===== src/include/ssp_pkg.sv =====
// Constants, field positions and types shared by the serial port files
package ssp_pkg;
  // Register byte offsets on the bus
  localparam logic [3:0] OFF_BUF = 4'h0;
  localparam logic [3:0] OFF_STAT = 4'h4;
  localparam logic [3:0] OFF_CON1 = 4'h8;
  localparam logic [3:0] OFF_CON2 = 4'hC;

  // Status/control field positions
  localparam int B_EN = 15;
  localparam int B_IDLE_STOP = 13;
  localparam int B_ROV = 6;
  localparam int B_BUFFER_IRQ_MODE_LO = 2;

  // Control one field positions
  localparam int B_DISSCK = 12;
  localparam int B_DISSDO = 11;
  localparam int B_WORD16 = 10;
  localparam int B_SMP = 9;
  localparam int B_CKE = 8;
  localparam int B_SELECT_PIN_ENABLE_BIT = 7;
  localparam int B_CKP = 6;
  localparam int B_MASTER_ROLE_BIT = 5;
  localparam int B_SECONDARY_CLOCK_DIVIDER_LO = 2;
  localparam int B_PRIMARY_CLOCK_DIVIDER_LO = 0;

  // Control two field positions
  localparam int B_FRMEN = 15;
  localparam int B_FSD = 14;
  localparam int B_FPOL = 13;
  localparam int B_FE = 1;
  localparam int B_BEN = 0;

  // Writable bits and reset values
  localparam logic [15:0] CON1_MASK = 16'h1FFF;
  localparam logic [15:0] CON2_MASK = 16'hE003;
  localparam logic [15:0] CON1_RST = 16'h0000;
  localparam logic [15:0] CON2_RST = 16'h0000;

  // Buffer sizing and counts
  localparam int FIFO_DEPTH = 8;
  localparam int CNT_W = 4;
  localparam logic [3:0] LIM_STD = 4'h1;
  localparam logic [3:0] LIM_ENH = 4'h8;
  localparam logic [3:0] RX_3Q = 4'h6;
  localparam logic [3:0] MSB8 = 4'h7;
  localparam logic [3:0] MSB16 = 4'hF;
  localparam int HC_W = 10;

  // Bus response codes
  localparam logic [1:0] RESP_OKAY = 2'h0;
  localparam logic [1:0] RESP_SLVERR = 2'h2;

  typedef enum logic [1:0] {ST_IDLE, ST_SYNC, ST_BITS} ssp_state_t;
endpackage


===== src/verilog/ssp_port.sv =====
// Serial peripheral port: register slave, shift engine and word buffers
//
// How it works
// - single slot standard, eight-word enhanced buffering
// - framed protocol, master or slave, four configurations
// - select pin or data out may go unused
// - select pin: low select, or frame pulse
// - master starts shifting once a word is written
// - enable bit turns module on, claims pins
// - idle stop bit halts module in idle
// - element count shows pending or unread words
// - shifter empty flag shows engine idle
// - overflow set on lost word, software clears
// - enhanced transmit interrupt conditions by mode code
// - enhanced receive interrupt conditions by mode code
// - standard transmit full set on write, cleared on load
// - enhanced transmit full while all slots used
// - standard receive full set on word, read clears
// - enhanced receive full while all slots unread
// - frame edge bit (master driving the pulse): coincide with or precede first bit
// - secondary divider from 1:1 to 8:1
// - primary divider 1, 4, 16 or 64
`timescale 1ns/1ps
module ssp_port (
  input wire logic ref_clk_i,               // Core clock, 200 MHz
  input wire logic rst_n_i,                 // Async reset, active low
  input wire logic [3:0] s_axi_awaddr_i,    // Write address
  input wire logic s_axi_awvalid_i,         // Write address valid
  output logic s_axi_awready_o,             // Write address ready
  input wire logic [31:0] s_axi_wdata_i,    // Write data
  input wire logic [3:0] s_axi_wstrb_i,     // Write byte strobes
  input wire logic s_axi_wvalid_i,          // Write data valid
  output logic s_axi_wready_o,              // Write data ready
  output logic [1:0] s_axi_bresp_o,         // Write response
  output logic s_axi_bvalid_o,              // Write response valid
  input wire logic s_axi_bready_i,          // Write response ready
  input wire logic [3:0] s_axi_araddr_i,    // Read address
  input wire logic s_axi_arvalid_i,         // Read address valid
  output logic s_axi_arready_o,             // Read address ready
  output logic [31:0] s_axi_rdata_o,        // Read data
  output logic [1:0] s_axi_rresp_o,         // Read response
  output logic s_axi_rvalid_o,              // Read data valid
  input wire logic s_axi_rready_i,          // Read data ready
  input wire logic idle_mode_i,             // Device in idle mode
  input wire logic shift_clock_pin_i,       // Shift clock pin level
  output logic shift_clock_pin_o,           // Shift clock drive
  output logic shift_clock_pin_oe_o,        // Shift clock enable
  input wire logic serial_in_pin_i,         // Serial data in
  output logic serial_out_pin_o,            // Serial data out
  output logic serial_out_pin_oe_o,         // Serial data out enable
  input wire logic select_or_frame_pin_i,   // Select or frame in
  output logic select_or_frame_pin_o,       // Frame pulse drive
  output logic select_or_frame_pin_oe_o,    // Frame pulse enable
  output logic port_irq_flag_o              // Buffer event condition
);
  typedef struct packed {
    logic [3:0] awaddr;
    logic aw_have;
    logic w_have;
    logic [15:0] wdata;
    logic [1:0] wstrb;
    logic bvalid;
    logic [1:0] bresp;
    logic rvalid;
    logic [31:0] rdata;
    logic [1:0] rresp;
    logic en;
    logic idle_stop;
    logic [2:0] buffer_irq_mode;
    logic rov;
    logic [15:0] con1;
    logic [15:0] con2;
    logic [2:0] s_sck;
    logic [2:0] s_sdi;
    logic [2:0] s_ss;
    logic f_sck;
    logic f_sdi;
    logic f_ss;
    logic act_prev;
    ssp_pkg::ssp_state_t state;
    logic phase;
    logic [ssp_pkg::HC_W-1:0] hc;
    logic [3:0] bitcnt;
    logic [15:0] sr;
    logic smp_bit;
    logic out_bit;
    logic sck_q;
    logic fs_q;
    logic irq;
  } ssp_core_t;

  ssp_core_t r_reg, r_next;

  logic master, cke, ckp, input_sample_phase_bit, select_pin_enable_bit, w16, fr_en, fr_in, fpol, fe, ben;
  logic halt, samp_lead, sck_active, ss_act, sync_act, tick, start;
  logic [3:0] msb, lim;
  logic [6:0] prim;
  logic [3:0] sec;
  logic [ssp_pkg::HC_W-1:0] half_m1;
  logic tx_push, tx_pop, tx_ready, tx_valid, rx_push, rx_pop, rx_ready;
  logic rx_valid;
  logic [15:0] tx_head, rx_head, rx_word, ld_word, nsr, stat_rd, wbmask;
  logic [3:0] tx_cnt, rx_cnt;
  logic [2:0] bec;
  logic lead, trail, ev_load, ev_done, rov_set, rov_clr, fs_act, cond;

  // Configuration fields
  assign master = r_reg.con1[ssp_pkg::B_MASTER_ROLE_BIT];
  assign cke = r_reg.con1[ssp_pkg::B_CKE];
  assign ckp = r_reg.con1[ssp_pkg::B_CKP];
  assign input_sample_phase_bit = r_reg.con1[ssp_pkg::B_SMP];
  assign select_pin_enable_bit = r_reg.con1[ssp_pkg::B_SELECT_PIN_ENABLE_BIT];
  assign w16 = r_reg.con1[ssp_pkg::B_WORD16];
  assign fr_en = r_reg.con2[ssp_pkg::B_FRMEN];
  assign fr_in = r_reg.con2[ssp_pkg::B_FSD];
  assign fpol = r_reg.con2[ssp_pkg::B_FPOL];
  assign fe = r_reg.con2[ssp_pkg::B_FE];
  assign ben = r_reg.con2[ssp_pkg::B_BEN];
  assign msb = w16 ? ssp_pkg::MSB16 : ssp_pkg::MSB8;
  assign lim = ben ? ssp_pkg::LIM_ENH : ssp_pkg::LIM_STD;
  assign halt = idle_mode_i & r_reg.idle_stop;
  // Slave sampling follows the clock edge only; sample phase is master-only
  assign samp_lead = cke & ~(master & input_sample_phase_bit);

  // Bit clock divider, half period counted in core cycles
  always_comb begin
    unique case (r_reg.con1[ssp_pkg::B_PRIMARY_CLOCK_DIVIDER_LO +: 2])
      2'h3: prim = 7'h01;
      2'h2: prim = 7'h04;
      2'h1: prim = 7'h10;
      2'h0: prim = 7'h40;
    endcase
  end
  assign sec = 4'h8 - {1'b0, r_reg.con1[ssp_pkg::B_SECONDARY_CLOCK_DIVIDER_LO +: 3]};
  assign half_m1 = ssp_pkg::HC_W'(ssp_pkg::HC_W'(prim) * ssp_pkg::HC_W'(sec)
                   - 1'b1);
  assign tick = (r_reg.hc == half_m1);

  // Filtered pin levels
  assign sck_active = (r_reg.f_sck != ckp);
  assign ss_act = ~r_reg.f_ss;
  assign sync_act = (r_reg.f_ss == fpol);
  assign start = master ? tx_valid
               : (fr_en ? (~fr_in | sync_act) : (~select_pin_enable_bit | ss_act));
  assign ld_word = tx_valid ? tx_head : 16'h0000;
  assign wbmask = {{8{r_reg.wstrb[1]}}, {8{r_reg.wstrb[0]}}};
  assign bec = (master ? tx_cnt : rx_cnt) > 4'h7 ? 3'h7
             : (master ? tx_cnt[2:0] : rx_cnt[2:0]);

  // Status word as software sees it
  assign stat_rd = {r_reg.en, 1'b0, r_reg.idle_stop, 2'b00, bec,
                    (r_reg.state == ssp_pkg::ST_IDLE),
                    r_reg.rov, ~rx_valid, r_reg.buffer_irq_mode,
                    ~tx_ready, ~rx_ready};

  // Transmit words waiting for the shifter
  ssp_fifo #(.W(16), .DEPTH(ssp_pkg::FIFO_DEPTH), .CW(ssp_pkg::CNT_W)) u_tx (
    .clk_i(ref_clk_i),
    .rst_n_i(rst_n_i),
    .flush_i(~r_reg.en),
    .limit_i(lim),
    .push_valid_i(tx_push),
    .push_ready_o(tx_ready),
    .push_data_i(r_reg.wdata),
    .pop_valid_o(tx_valid),
    .pop_ready_i(tx_pop),
    .pop_data_o(tx_head),
    .count_o(tx_cnt)
  );

  // Received words waiting for software
  ssp_fifo #(.W(16), .DEPTH(ssp_pkg::FIFO_DEPTH), .CW(ssp_pkg::CNT_W)) u_rx (
    .clk_i(ref_clk_i),
    .rst_n_i(rst_n_i),
    .flush_i(~r_reg.en),
    .limit_i(lim),
    .push_valid_i(rx_push),
    .push_ready_o(rx_ready),
    .push_data_i(rx_word),
    .pop_valid_o(rx_valid),
    .pop_ready_i(rx_pop),
    .pop_data_o(rx_head),
    .count_o(rx_cnt)
  );

  // Next state of the whole port
  always_comb begin
    r_next = r_reg;
    tx_push = 1'b0;
    tx_pop = 1'b0;
    rx_push = 1'b0;
    rx_pop = 1'b0;
    rx_word = 16'h0000;
    nsr = 16'h0000;
    lead = 1'b0;
    trail = 1'b0;
    ev_load = 1'b0;
    ev_done = 1'b0;
    rov_set = 1'b0;
    rov_clr = 1'b0;
    fs_act = 1'b0;
    cond = 1'b0;

    // Three-stage pin synchronisers, level accepted when the last two stages agree
    r_next.s_sck = {r_reg.s_sck[1:0], shift_clock_pin_i};
    r_next.s_sdi = {r_reg.s_sdi[1:0], serial_in_pin_i};
    r_next.s_ss = {r_reg.s_ss[1:0], select_or_frame_pin_i};
    if (r_reg.s_sck[1] == r_reg.s_sck[2]) r_next.f_sck = r_reg.s_sck[2];
    if (r_reg.s_sdi[1] == r_reg.s_sdi[2]) r_next.f_sdi = r_reg.s_sdi[2];
    if (r_reg.s_ss[1] == r_reg.s_ss[2]) r_next.f_ss = r_reg.s_ss[2];
    r_next.act_prev = sck_active;

    // Write address and data are taken independently
    if (s_axi_awvalid_i && s_axi_awready_o) begin
      r_next.aw_have = 1'b1;
      r_next.awaddr = s_axi_awaddr_i;
    end
    if (s_axi_wvalid_i && s_axi_wready_o) begin
      r_next.w_have = 1'b1;
      r_next.wdata = s_axi_wdata_i[15:0];
      r_next.wstrb = s_axi_wstrb_i[1:0];
    end
    if (r_reg.bvalid && s_axi_bready_i) r_next.bvalid = 1'b0;
    if (r_reg.aw_have && r_reg.w_have && !r_reg.bvalid) begin
      r_next.aw_have = 1'b0;
      r_next.w_have = 1'b0;
      r_next.bvalid = 1'b1;
      r_next.bresp = ssp_pkg::RESP_OKAY;
      unique case (r_reg.awaddr)
        ssp_pkg::OFF_BUF: begin
          // Writes while disabled or full are dropped
          tx_push = r_reg.en & (|r_reg.wstrb);
        end
        ssp_pkg::OFF_STAT: begin
          if (r_reg.wstrb[1]) begin
            r_next.en = r_reg.wdata[ssp_pkg::B_EN];
            r_next.idle_stop = r_reg.wdata[ssp_pkg::B_IDLE_STOP];
          end
          if (r_reg.wstrb[0]) begin
            r_next.buffer_irq_mode = r_reg.wdata[ssp_pkg::B_BUFFER_IRQ_MODE_LO +: 3];
            rov_clr = ~r_reg.wdata[ssp_pkg::B_ROV];
          end
        end
        ssp_pkg::OFF_CON1: begin
          r_next.con1 = ((r_reg.con1 & ~wbmask) | (r_reg.wdata & wbmask))
                        & ssp_pkg::CON1_MASK;
        end
        ssp_pkg::OFF_CON2: begin
          r_next.con2 = ((r_reg.con2 & ~wbmask) | (r_reg.wdata & wbmask))
                        & ssp_pkg::CON2_MASK;
        end
        default: r_next.bresp = ssp_pkg::RESP_SLVERR;
      endcase
    end

    // Read answered on the same edge that takes the address
    if (r_reg.rvalid && s_axi_rready_i) r_next.rvalid = 1'b0;
    if (s_axi_arvalid_i && s_axi_arready_o) begin
      r_next.rvalid = 1'b1;
      r_next.rresp = ssp_pkg::RESP_OKAY;
      r_next.rdata = 32'h0000_0000;
      unique case (s_axi_araddr_i)
        ssp_pkg::OFF_BUF: begin
          r_next.rdata = {16'h0000, rx_valid ? rx_head : 16'h0000};
          rx_pop = rx_valid;
        end
        ssp_pkg::OFF_STAT: r_next.rdata = {16'h0000, stat_rd};
        ssp_pkg::OFF_CON1: r_next.rdata = {16'h0000, r_reg.con1};
        ssp_pkg::OFF_CON2: r_next.rdata = {16'h0000, r_reg.con2};
        default: r_next.rresp = ssp_pkg::RESP_SLVERR;
      endcase
    end

    // Shift engine; halted in idle mode it simply freezes mid-word
    if (!r_reg.en) begin
      r_next.state = ssp_pkg::ST_IDLE;
      r_next.phase = 1'b0;
      r_next.hc = '0;
    end else if (!halt) begin
      unique case (r_reg.state)
        ssp_pkg::ST_IDLE: begin
          if (start) begin
            r_next.sr = ld_word;
            r_next.out_bit = ld_word[msb];
            tx_pop = tx_valid;
            ev_load = tx_valid;
            r_next.bitcnt = 4'h0;
            r_next.phase = 1'b0;
            r_next.hc = '0;
            r_next.state = (master && fr_en && (fr_in || !fe))
                         ? ssp_pkg::ST_SYNC : ssp_pkg::ST_BITS;
          end
        end
        ssp_pkg::ST_SYNC: begin
          // Master waits for an outside pulse or sends one bit time early
          if (fr_in) begin
            if (sync_act) r_next.state = ssp_pkg::ST_BITS;
          end else if (tick) begin
            r_next.hc = '0;
            r_next.phase = ~r_reg.phase;
            if (r_reg.phase) r_next.state = ssp_pkg::ST_BITS;
          end else begin
            r_next.hc = ssp_pkg::HC_W'(r_reg.hc + 1'b1);
          end
        end
        ssp_pkg::ST_BITS: begin
          if (master) begin
            if (tick) begin
              r_next.hc = '0;
              r_next.phase = ~r_reg.phase;
              lead = ~r_reg.phase;
              trail = r_reg.phase;
            end else begin
              r_next.hc = ssp_pkg::HC_W'(r_reg.hc + 1'b1);
            end
          end else begin
            lead = sck_active & ~r_reg.act_prev;
            trail = ~sck_active & r_reg.act_prev;
          end
          if (lead) begin
            if (!cke) r_next.out_bit = r_reg.sr[msb];
            if (samp_lead) r_next.smp_bit = r_reg.f_sdi;
          end
          if (trail) begin
            nsr = {r_reg.sr[14:0], samp_lead ? r_reg.smp_bit : r_reg.f_sdi};
            r_next.sr = nsr;
            r_next.bitcnt = 4'(r_reg.bitcnt + 1'b1);
            if (cke) r_next.out_bit = nsr[msb];
            if (r_reg.bitcnt == msb) begin
              ev_done = 1'b1;
              r_next.state = ssp_pkg::ST_IDLE;
              rx_word = w16 ? nsr : {8'h00, nsr[7:0]};
              rx_push = rx_ready;
              rov_set = ~rx_ready;
            end
          end
          // Select released mid-word abandons the word
          if (!master && !fr_en && select_pin_enable_bit && !ss_act) begin
            r_next.state = ssp_pkg::ST_IDLE;
          end
        end
        default: r_next.state = ssp_pkg::ST_IDLE;
      endcase
    end

    // Hardware set wins over a software clear
    r_next.rov = (r_reg.rov & ~rov_clr) | rov_set;

    // Pin drive levels registered from the next state
    fs_act = fr_en & ~fr_in & ((r_next.state == ssp_pkg::ST_SYNC)
           | ((r_next.state == ssp_pkg::ST_BITS) && (r_next.bitcnt == 4'h0)
              && (fe || !master)));
    r_next.fs_q = fpol ? fs_act : ~fs_act;
    r_next.sck_q = ckp ^ (master & r_next.phase
                   & (r_next.state == ssp_pkg::ST_BITS));

    // Buffer event condition: each finished word in standard mode, by mode code in enhanced
    if (!ben) begin
      cond = ev_done;
    end else begin
      unique case (r_reg.buffer_irq_mode)
        3'h7: cond = ~tx_ready;
        3'h6: cond = ev_load & (tx_cnt == 4'h1);
        3'h5: cond = ev_done & ~tx_valid;
        3'h4: cond = ev_load;
        3'h3: cond = ~rx_ready;
        3'h2: cond = (rx_cnt >= ssp_pkg::RX_3Q);
        3'h1: cond = rx_valid;
        3'h0: cond = rx_pop & (rx_cnt == 4'h1);
      endcase
    end
    r_next.irq = r_reg.en & cond;
  end

  // State register
  always_ff @(posedge ref_clk_i or negedge rst_n_i) begin
    if (!rst_n_i) begin
      r_reg <= '0;
    end else begin
      r_reg <= r_next;
    end
  end

  // Bus handshakes; one write and one read in flight
  assign s_axi_awready_o = ~r_reg.aw_have & ~r_reg.bvalid;
  assign s_axi_wready_o = ~r_reg.w_have & ~r_reg.bvalid;
  assign s_axi_bvalid_o = r_reg.bvalid;
  assign s_axi_bresp_o = r_reg.bresp;
  assign s_axi_arready_o = ~r_reg.rvalid;
  assign s_axi_rvalid_o = r_reg.rvalid;
  assign s_axi_rdata_o = r_reg.rdata;
  assign s_axi_rresp_o = r_reg.rresp;

  // Pins claimed only while enabled
  assign shift_clock_pin_o = r_reg.sck_q;
  assign shift_clock_pin_oe_o = r_reg.en & master
                                & ~r_reg.con1[ssp_pkg::B_DISSCK];
  assign serial_out_pin_o = r_reg.out_bit;
  assign serial_out_pin_oe_o = r_reg.en & ~r_reg.con1[ssp_pkg::B_DISSDO]
                               & (master | ~select_pin_enable_bit | ss_act);
  assign select_or_frame_pin_o = r_reg.fs_q;
  assign select_or_frame_pin_oe_o = r_reg.en & fr_en & ~fr_in;
  assign port_irq_flag_o = r_reg.irq;
endmodule


===== src/verilog/ssp_fifo.sv =====
// Word buffer with programmable fill limit, used for transmit and receive
`timescale 1ns/1ps
module ssp_fifo #(
  parameter int W = 16,
  parameter int DEPTH = 8,
  parameter int CW = 4
) (
  input wire logic clk_i,                // Core clock
  input wire logic rst_n_i,              // Async reset, active low
  input wire logic flush_i,              // Empties the buffer
  input wire logic [CW-1:0] limit_i,     // Words counted as full
  input wire logic push_valid_i,         // Offer a word
  output logic push_ready_o,             // Room below the limit
  input wire logic [W-1:0] push_data_i,  // Word to store
  output logic pop_valid_o,              // A word is held
  input wire logic pop_ready_i,          // Take the head word
  output logic [W-1:0] pop_data_o,       // Head word
  output logic [CW-1:0] count_o          // Words held
);
  localparam int AW = $clog2(DEPTH);

  typedef struct packed {
    logic [DEPTH-1:0][W-1:0] mem;
    logic [AW-1:0] wp;
    logic [AW-1:0] rp;
    logic [CW-1:0] cnt;
  } ssp_fifo_state_t;

  ssp_fifo_state_t r_reg, r_next;
  logic push, pop;

  // Full is against the limit so standard mode behaves as a single slot
  assign push_ready_o = (r_reg.cnt < limit_i);
  assign pop_valid_o = (r_reg.cnt != '0);
  assign pop_data_o = r_reg.mem[r_reg.rp];
  assign count_o = r_reg.cnt;
  assign push = push_valid_i & push_ready_o;
  assign pop = pop_ready_i & pop_valid_o;

  // Pointer and count update
  always_comb begin
    r_next = r_reg;
    if (flush_i) begin
      r_next.wp = '0;
      r_next.rp = '0;
      r_next.cnt = '0;
    end else begin
      if (push) begin
        r_next.mem[r_reg.wp] = push_data_i;
        r_next.wp = AW'(r_reg.wp + 1'b1);
      end
      if (pop) begin
        r_next.rp = AW'(r_reg.rp + 1'b1);
      end
      r_next.cnt = CW'(r_reg.cnt + CW'(push) - CW'(pop));
    end
  end

  always_ff @(posedge clk_i or negedge rst_n_i) begin
    if (!rst_n_i) begin
      r_reg <= '0;
    end else begin
      r_reg <= r_next;
    end
  end
endmodule


===== config.mk =====
export PLATFORM = sky130hd
export DESIGN_NAME = ssp_port
export DESIGN_NICKNAME = d
export VERILOG_FILES = /design/src/include/ssp_pkg.sv /design/src/verilog/ssp_port.sv /design/src/verilog/ssp_fifo.sv
export SDC_FILE = /design/constraint.sdc
export NUM_CORES = 1
export LEC_CHECK = 0
export BUFFER_PORTS_ARGS = -buffer_cell sky130_fd_sc_hd__buf_4
export CAP_MARGIN = 20
export CORE_UTILIZATION = 56
export CTS_CLUSTER_SIZE = 10
export DETAILED_ROUTE_END_ITERATION = 6
export GPL_TIMING_DRIVEN = 1
export HOLD_SLACK_MARGIN = 0.03
export MAX_ROUTING_LAYER = met4
export PLACE_DENSITY = 0.89
export SLEW_MARGIN = 20
export SYNTH_ARGS = -nofsm -noshare
export SYNTH_HDL_FRONTEND = slang
export SYNTH_SLANG_ARGS = --single-unit

===== constraint.sdc =====
create_clock -name ref_clk_i -period 5.9 [get_ports ref_clk_i]
set_clock_uncertainty 0.2 [all_clocks]
set_input_delay 1.18 -clock ref_clk_i [delete_from_list [all_inputs] [get_ports ref_clk_i]]
set_output_delay 1.18 -clock ref_clk_i [all_outputs]
set_load 0.05 [all_outputs]

==> flow_summary.yaml, run 1 <==
outcome:
  status: "finished, violations left"
  violations: "DRC"
floorplanning:
  die_h_um: 188
  ios: 103
  dieWidth_um: 188
  dieArea_um2: 35400
  fp-row-count: 67
  start_util_pct: 57.4
  coreArea_um2: 33800
power:
  intPower_w: 0.00503
  ir_worst_vdd_v: 0.000255
  power_density_nw_per_um2: 344
  clockPowerShare_pct: 34.3
  leakage_nw: 9.61
  p_comb_share_pct: 21.2
  pwr-share-seq_pct: 44.5
  power.total_w: 0.00739
  switching_share_pct: 31.9
  p_switching_w: 0.00236
route:
  routedWlPerCell_um: 21.6
  vias_per_cell: 6.31
  drc: 1
  initialDrtViolationCount: 1440
  ant_nets: 0
  drt-pass1-iter-count: 7
  detailroute.via_count: 13600
  wl_um: 46500
cts:
  htreeDepth: 2
  cts_tree: "built"
  path_clk_slew_ps: 60
  ctsRootBufferMaster: "clkbuf_16"
  clock_sinks: 395
  cts_buffers: 46
  clk_latency_ps: 560
  cts.path.max_buffers: 3
  postCtsHoldBufs: 0
yosys:
  synthArstFlopShare_pct: 100
  synth_edf_count: 0
  netlist.area_leader.share_pct: 51.0
  yosysMostFrequentCell: "dfrtp_1"
  synth_area_um2: 19400
  syn_inst: 1664
  synth_warnings: 0
  ys_types: 75
  ys_ff_latch: 395
  ys_seq_area_share_pct: 51.0
  syn_avg_cell_area_um2: 11.7
  yosysTopAreaCell: "dfrtp_1"
  ys.flop_type: "dfrtp_1"
  ys_top_cells_by_area: "dfrtp_1 51%, mux2_2 11%, mux4_2 7.4%"
  synth_common_cells: "395 x dfrtp_1, 238 x nand2_1, 182 x mux2_2"
sta:
  worst_pin_slew_ps: 1140
  hold_viol: 0
  min_period_over_period_pct: 96.8
  grt_setup_unrepaired: "no"
  holdWs_ps: 151
  setup_violations: 0
  relSlewSlack_pct: 24.2
  fin_crit_ps: 5710
  max_freq_mhz: 175
  slew_viol_final: 0
layout:
  final_cells: 2151
  design_area_um2: 21500
  finalNetCount: 1793
  drive_above_1_share_pct: 26.6
  seqCellArea_um2: 9890
  multiInputGateArea_um2: 8760
  area_growth_pct: 10.9
  n_fill_cell: 2393
grt:
  grt_start_max_net_pins: 136
  grt_pass1_vias: 14200
  grt_overflow_total: 0
  antenna_found_initial: 1
  grt_pass1_wl_um: 75400
  grt_usage_pct: 27.8
critical_path:
  critical_path.cell_chain: "inv_1 > ha_1 > xnor2_2 > and3_4 > fa_1 > fa_2 > ha_4 > a211oi_1 > a2111oi_2 > or3_1 > o311ai_2 > nor3_2 > ha_2 > nand2_1 > a21boi_4 > or4_4 > or3_4 > or3b_4 > buf_12 > nand2_1 > o21ai_2"
  end_kind: "flip-flop"
  crit_family: "simple AND/OR/NAND/NOR gates"
  crit_buf_inv: 2
  cp-start-kind: "flip-flop"
  crit_top_cell: "nand2_1"
  r2r_slack_ps: 190
  critPathKind: "reg -> reg"
  reg2reg_depth: 21
  slowest_stage: "or4_4"
  reg2reg_to: "u_rx.r_reg[80]"
  worstPathRequired_ps: 6130
  critPathArrivalTime_ps: 5940
  max_stage_delay_ps: 490
  critical_path.max_fanout: 32
placement:
  dp.final_hpwl_um: 30200
  portBuffers: 66
  dp_cells: 2086
  placed_area_um2: 20100
  gp_congestion: 0.917
run:
  maxCapViolations: 0
min_path:
  whs_path_depth: 0
  hold_path_end: "r_next[44]"
  hp-class: "reg -> reg"
  hp-start: "r_next[43]"
## worst max-delay path by stage
stage / endpoint / from / cells after the start
6_report: u_rx.r_reg[80] / flip-flop / 21
3_5_place_dp: u_rx.r_reg[82] / flip-flop / 21
3_3_place_gp: u_rx.r_reg[76] / flip-flop / 21
5_1_grt: u_rx.r_reg[80] / flip-flop / 22
4_1_cts: u_rx.r_reg[80] / flip-flop / 22
2_1_floorplan: u_rx.count_o[2] / flip-flop / 22
## layout make-up
cell class                 count  share of cell area [%]
tap                          448                    2.61
clock inverter                 4                   0.297
sequential                   395                    46.0
inverter                      40                   0.698
antenna                        1                  0.0116
clock buffer                  55                    5.70
timing repair buffer         104                    3.95
multi-input combinational   1104                    40.7
## routing by layer
metal	vias up	GRT usage (%)	share of wire, %
met2	708	43.9	49
li1	5878	-	-
met4	0	11.4	4.0
met1	6806	34.5	39
met3	172	6.40	8.9
met5	-	-	0
## power by group through the flow
stage / registers, W / logic [W] / clock network [W]
2_1_floorplan: 0.00309 / 0.00121 / 0
3_3_place_gp: 0.00328 / 0.00143 / 0
3_5_place_dp: 0.00331 / 0.00148 / 0
4_1_cts: 0.00327 / 0.00151 / 0.00256
5_1_grt: 0.00331 / 0.00171 / 0.00267
6_report: 0.00329 / 0.00156 / 0.00254
## cell families after synthesis
kind of cell	after synthesis	share of synthesized area, %
and+or+nand+nor	415	9.96
DFF	395	51.0
xor gates and xnor gates	35	1.66
muxes	278	19.7
AOI/OAI and AO/OA	308	9.59
other	1	0.0193
buffers and inverters	182	4.63
adders and majority gates	50	3.50
## per-stage QoR
stage	setup slack, ps	util, %	setup TNS (ps)
after floorplan	293	-	0
after global placement	75.8	59.4	0
after detailed placement	-86.0	59.4	-1540
after CTS	15.6	63.3	0
after global routing	0.874	63.6	0
final	186	63.6	0
## repair_timing
| action | in CTS | in global routing |
|---|---|---|
| resized for setup | 7 | 8 |
| endpoints found under the hold margin | 0 | 0 |
| cloned | 0 | 0 |
| pin swaps | 2 | 2 |
| endpoints found under the setup margin | 32 | 66 |
| setup buffers | 2 | 2 |
## cells in the final DEF, fill, tap and decap left out, types with 8 or more instances in the layout
| cell type | Yosys | final |
|---|---|---|
| and3_1 | 9 | 8 |
| xnor2_1 | 18 | 17 |
| buf_4 | 42 | 98 |
| xor2_1 | 15 | 15 |
| inv_1 | 40 | 40 |
| and2_1 | 22 | 22 |
| nand2b_1 | 9 | 9 |
| mux4_2 | 64 | 64 |
| nand3_1 | 18 | 18 |
| nand2_1 | 238 | 238 |
| conb_1 | 1 | 18 |
| mux2_2 | 182 | 182 |
| o21ai_1 | 16 | 18 |
| o21ai_0 | 163 | 161 |
| nor2b_1 | 9 | 8 |
| mux2i_1 | 32 | 32 |
| a21oi_1 | 37 | 37 |
| o211ai_1 | 9 | 9 |
| clkbuf_16 | 0 | 47 |
| nor3_1 | 14 | 12 |
| dfrtp_1 | 395 | 392 |
| ha_1 | 39 | 36 |
| nor2_1 | 46 | 46 |
| o21ai_2 | 16 | 16 |
Note: power is estimated with default switching activity, not from simulation.
==> run 2, diff against run 1 <==
- CORE_UTILIZATION: 56 -> 40
- PLACE_DENSITY: 0.89 -> 0.7
==> flow_summary.yaml, run 2 (same netlist as run 1, synthesis figures left out) <==
outcome:
  status: "complete, no violations"
sta:
  slew_viol_final: 0
  min_period_over_period_pct: 96.6
  max_freq_mhz: 175
  worst_pin_slew_ps: 1110
  hold_viol: 0
  fin_crit_ps: 5700
  setup_violations: 0
  relSlewSlack_pct: 26.0
  finalWorstSetupSlack_ps: 199
critical_path:
  critPathKind: "reg -> reg"
  r2r_slack_ps: 200
  critPathArrivalTime_ps: 5950
  critical_path.cell_chain: "inv_2 > ha_4 > xnor2_2 > nand2_1 > inv_1 > fa_1 > fa_1 > ha_4 > nor3_1 > a2111oi_2 > or3_1 > o311ai_2 > nor3_2 > ha_2 > nand2_1 > a21boi_2 > or4_4 > or3_4 > or3b_4 > buf_12 > nand2_1 > o21ai_2"
  max_stage_delay_ps: 620
  crit_buf_inv: 3
  cp-start-kind: "flip-flop"
  crit_family: "simple AND/OR/NAND/NOR gates"
  critical_path.max_fanout: 16
  end_kind: "flip-flop"
  slowest_stage: "fa_1"
  worstPathRequired_ps: 6140
  crit_top_cell: "nand2_1"
layout:
  drive_above_1_share_pct: 27.0
  antennaDiodeCount: 0
  design_area_um2: 21700
  n_fill_cell: 4254
  finalNetCount: 1793
  layout_common_cells: "392 x dfrtp_1, 236 x nand2_1, 182 x mux2_2"
  final_common_cell: "dfrtp_1"
  final_cells: 2318
  area_growth_pct: 12.0
  utilization_pct: 45.5
floorplanning:
  ios: 103
  fp-row-count: 80
  dieWidth_um: 222
  die_h_um: 222
  start_util_pct: 40.6
  dieArea_um2: 49400
  coreArea_um2: 47700
route:
  initialDrtViolationCount: 1032
  vias_per_cell: 5.53
  ant_nets: 0
  detailroute.via_count: 12800
  wl_um: 45400
  drt-pass1-iter-count: 6
  routedWlPerCell_um: 19.6
  drc: 0
power:
  power_density_nw_per_um2: 341
  ir_worst_vdd_v: 0.000194
  pwr-share-seq_pct: 44.2
  clockPowerShare_pct: 34.2
  power.total_w: 0.00742
  leakage_nw: 9.61
  intPower_w: 0.00505
  switching_share_pct: 32.0
  p_comb_share_pct: 21.6
  p_switching_w: 0.00237
grt:
  grt_start_max_net_pins: 145
  grt_pass1_vias: 13000
  grt_pass1_wl_um: 72600
  grt_overflow_total: 0
  grt_usage_pct: 19.2
  antenna_found_initial: 0
cts:
  clock_sinks: 395
  cts_buffers: 46
  path_clk_slew_ps: 50
  cts_tree: "built"
  cts.path.max_buffers: 3
  clk_latency_ps: 570
  ctsRootBufferMaster: "clkbuf_16"
  htreeDepth: 2
min_path:
  hp-class: "reg -> reg"
placement:
  gp_congestion: 0.911
  placed_area_um2: 20300
  dp_cells: 2254
  place_ws_ps: 69.4
  portBuffers: 66
  dp.final_hpwl_um: 30000
run:
  maxCapViolations: 0
## run 2: through the flow
stage	hold WS, ps	setup TNS (ps)
after global routing	154	-24.6
after detailed placement	135	0
final	148	0
after global placement	138	0
after CTS	150	0
after floorplan	131	0
## run 2: final timing paths
check / cells past startpoint / endpoint / start
setup / recovery: 22 / u_rx.r_reg[79] / flip-flop
min in group asynchronous: 1 / u_tx.r_reg[50] / rst_n_i
hold reg to reg: 0 / r_next[50] / r_next[49]
hold / removal: 0 / r_next[50] / r_next[49]
max in group asynchronous: 2 / u_rx.r_reg[5] / rst_n_i
setup reg to reg: 22 / u_rx.r_reg[79] / flip-flop
## run 2: cell type report
| type | count | area [µm²] | share of cell area (%) |
|---|---|---|---|
| flip-flops and latches | 395 | 9890 | 45.5 |
| multi-input cells | 1104 | 8770 | 40.4 |
| clock buffers | 56 | 1220 | 5.61 |
| repair buffers | 104 | 860 | 3.96 |
| well taps | 615 | 769 | 3.54 |
| inverters | 40 | 150 | 0.691 |
| clock inverters | 4 | 63.8 | 0.294 |
## run 2: layer usage
metal,GRT usage (%),wire [µm],vias up
met2,30.7,21800,352
met4,5.44,1060,0
met5,-,0,-
li1,-,-,5897
met3,2.86,2520,68
met1,25.4,20000,6490
## run 2: timing repair
action | in CTS | in global routing
setup endpoints to repair | 0 | 98
endpoints found under the hold margin | 0 | 0
buffers inserted | 0 | 2
hold buffers | 0 | 0
gates resized for setup | 0 | 19
## run 2: power groups by stage
stage,Clock [W],Combinational [W],Sequential (W)
after detailed placement,0,0.00151,0.00332
after CTS,0.00260,0.00153,0.00327
after global placement,0,0.00147,0.00330
final,0.00254,0.00160,0.00328
after floorplan,0,0.00121,0.00309
after global routing,0.00270,0.00175,0.00332
==> run 3, diff against run 2 <==
- SYNTH_HIERARCHICAL: default -> 1
==> flow_summary.yaml, run 3 <==
outcome:
  status: "complete, no violations"
yosys:
  netlist.area_leader.share_pct: 48.0
  synth_xor_xnor_area_share_pct: 1.68
  yosysTopAreaCell: "dfrtp_1"
  syn_avg_cell_area_um2: 13.6
  ys.flop_type: "dfrtp_1"
  synth_compound_area_share_pct: 5.38
  synth_top_family_by_area: "multiplexers"
  synth_common_cells: "395 x dfrtp_1, 193 x mux2_2, 140 x mux2_4"
  syn_inst: 1511
  muxShareOfSynthArea_pct: 28.2
  synth_edf_count: 0
  synth_warnings: 6
  synthAdderAreaFrac_pct: 3.48
  yosys.area_share.simple_pct: 8.20
  synth_area_um2: 20600
  yosysMostFrequentCell: "dfrtp_1"
  ys_types: 78
  synthArstFlopShare_pct: 100
  ys_seq_area_share_pct: 48.0
  ys_top_cells_by_area: "dfrtp_1 48%, mux2_2 11%, mux2_4 10%"
  ys_ff_latch: 395
layout:
  area_growth_pct: 11.9
  seqCellArea_um2: 9890
  layout_common_cells: "392 x dfrtp_1, 193 x mux2_2, 140 x mux2_4"
  n_fill_cell: 4471
  finalNetCount: 1672
  drive_above_1_share_pct: 39.0
  final_cells: 2248
  multiInputGateArea_um2: 9860
  final_common_cell: "dfrtp_1"
  antennaDiodeCount: 0
min_path:
  hp-start: "r_next[43]"
  hp-class: "reg -> reg"
  hold_path_end: "r_next[44]"
  whs_path_depth: 0
grt:
  grt_pass1_vias: 12900
  grt_pass1_wl_um: 74500
  grt_overflow_total: 0
  grt_usage_pct: 18.5
  grt_start_max_net_pins: 133
  antenna_found_initial: 1
floorplanning:
  start_util_pct: 40.8
  die_h_um: 229
  dieArea_um2: 52400
  coreArea_um2: 50500
  dieWidth_um: 229
  fp-row-count: 82
  ios: 103
sta:
  slew_viol_final: 0
  setup_violations: 0
  holdWs_ps: 147
  min_period_over_period_pct: 95.2
  max_freq_mhz: 178
  worst_pin_slew_ps: 1050
  relSlewSlack_pct: 29.8
  hold_viol: 0
  fin_crit_ps: 5620
cts:
  clock_sinks: 395
  cts_buffers: 46
  ctsRootBufferMaster: "clkbuf_16"
  cts_tree: "built"
  clk_latency_ps: 560
  htreeDepth: 2
  path_clk_slew_ps: 60
  cts.path.max_buffers: 3
critical_path:
  reg2reg_to: "u_rx/count_o[1]"
  r2r_slack_ps: 280
  worstPathRequired_ps: 6180
  critical_path.max_fanout: 4
  cp-start-kind: "flip-flop"
  reg2reg_depth: 24
  critPathArrivalTime_ps: 5900
  end_kind: "flip-flop"
  critPathKind: "reg -> reg"
route:
  wl_um: 46400
  drt-pass1-iter-count: 5
  initialDrtViolationCount: 923
  ant_nets: 0
  routedWlPerCell_um: 20.6
  detailroute.via_count: 12300
  vias_per_cell: 5.46
  drc: 0
power:
  ir_worst_vdd_v: 0.000260
  leakage_nw: 10.4
  power_density_nw_per_um2: 362
run:
  maxCapViolations: 0
placement:
  gp_congestion: 0.893
  dp_cells: 2188
  dp.final_hpwl_um: 30600
  portBuffers: 66
run 3: cell types whose count changed after synthesis, moves of 14 or more:
cell      before  now
nand2_1      238   77
mux2_4         0  140
o21ai_0      163   38
clkbuf_1      69   38
mux2i_1       32    8
nor2_1        46   67
a22oi_1        2   20
and3_1         9   27
buf_8          0   16
inv_1         40   56
o21ai_1       16    1
o21ai_2       16    2
run 3: layer usage:
layer	track usage [%]	wire [µm]	vias to the layer above
met4	4.63	801	0
met3	3.82	2900	65
met2	28.2	21600	324
met5	-	0	-
met1	25.2	21000	6399
li1	-	-	5489
run 3: cells by family after synthesis:
logic type / count (synthesis)
AND/OR/NAND/NOR: 282
buffers and inverters: 174
other: 1
multiplexers: 405
adder cells (fa/ha/maj): 53
AO/OA/AOI/OAI: 163
XOR/XNOR: 38
flip-flops: 395
run 3: cell type report:
| type | count | area share [%] |
|---|---|---|
| clock buffers | 53 | 5.29 |
| repair buffers | 105 | 4.09 |
| inverters | 56 | 0.913 |
| well taps | 672 | 3.65 |
| multi-input cells | 963 | 42.8 |
| flip-flops and latches | 395 | 42.9 |
| clock inverters | 4 | 0.310 |
run 3: power by group:
group          internal [W]  switching [W]  total [W]  leakage, nW
clock               0.00149        0.00108    0.00257        0.630
combinational      0.000956        0.00132    0.00228         4.40
sequential          0.00297       0.000515    0.00348         5.37
run 3: stage by stage:
stage / util, % / setup TNS [ps] / area [µm²] / worst slack [ps] / power [W]
floorplan: - / 0 / 20700 / 62.8 / 0.00487
global placement: 42.8 / 0 / 21600 / 65.5 / 0.00548
detailed placement: 42.8 / 0 / 21600 / 13.2 / 0.00555
CTS: 45.3 / 0 / 22900 / 0.700 / 0.00819
global route: 45.6 / -30.5 / 23000 / -24.1 / 0.00873
finish: 45.6 / 0 / 23000 / 282 / 0.00833
run 3: worst max-delay path by stage:
stage,endpoint,slack (ps),depth (start not counted)
floorplan,u_rx/count_o[2],60,27
global placement,u_rx/count_o[2],70,26
detailed placement,u_rx/count_o[2],10,26
CTS,u_rx/count_o[2],0.7,26
global route,u_rx/count_o[3],-20,25
finish,u_rx/count_o[1],280,24
run 3: worst max-delay path: stages (launching register included):
cell and delay (ps):
dfrtp_1 370, inv_1 80, ha_2 290, and2_1 160
fa_1 410, inv_1 80, fa_1 420, inv_1 110
ha_4 220, a21oi_4 170, o31ai_4 100, a31oi_1 180
xnor3_2 340, nor4b_4 290, ha_2 210, nand2_1 60
o21ai_2 130, and3_4 210, and3_4 220, o211ai_1 120
ha_1 300, inv_1 40, ha_1 200, fa_2 520
nor2b_1 110
run 3: repair_timing:
| action | CTS | global route |
|---|---|---|
| gates resized for setup | 2 | 16 |
| hold buffers | 0 | 0 |
| endpoints found under the setup margin | 16 | 133 |
| gates cloned | 0 | 0 |
| pin swaps | 0 | 8 |
| buffers inserted | 0 | 2 |
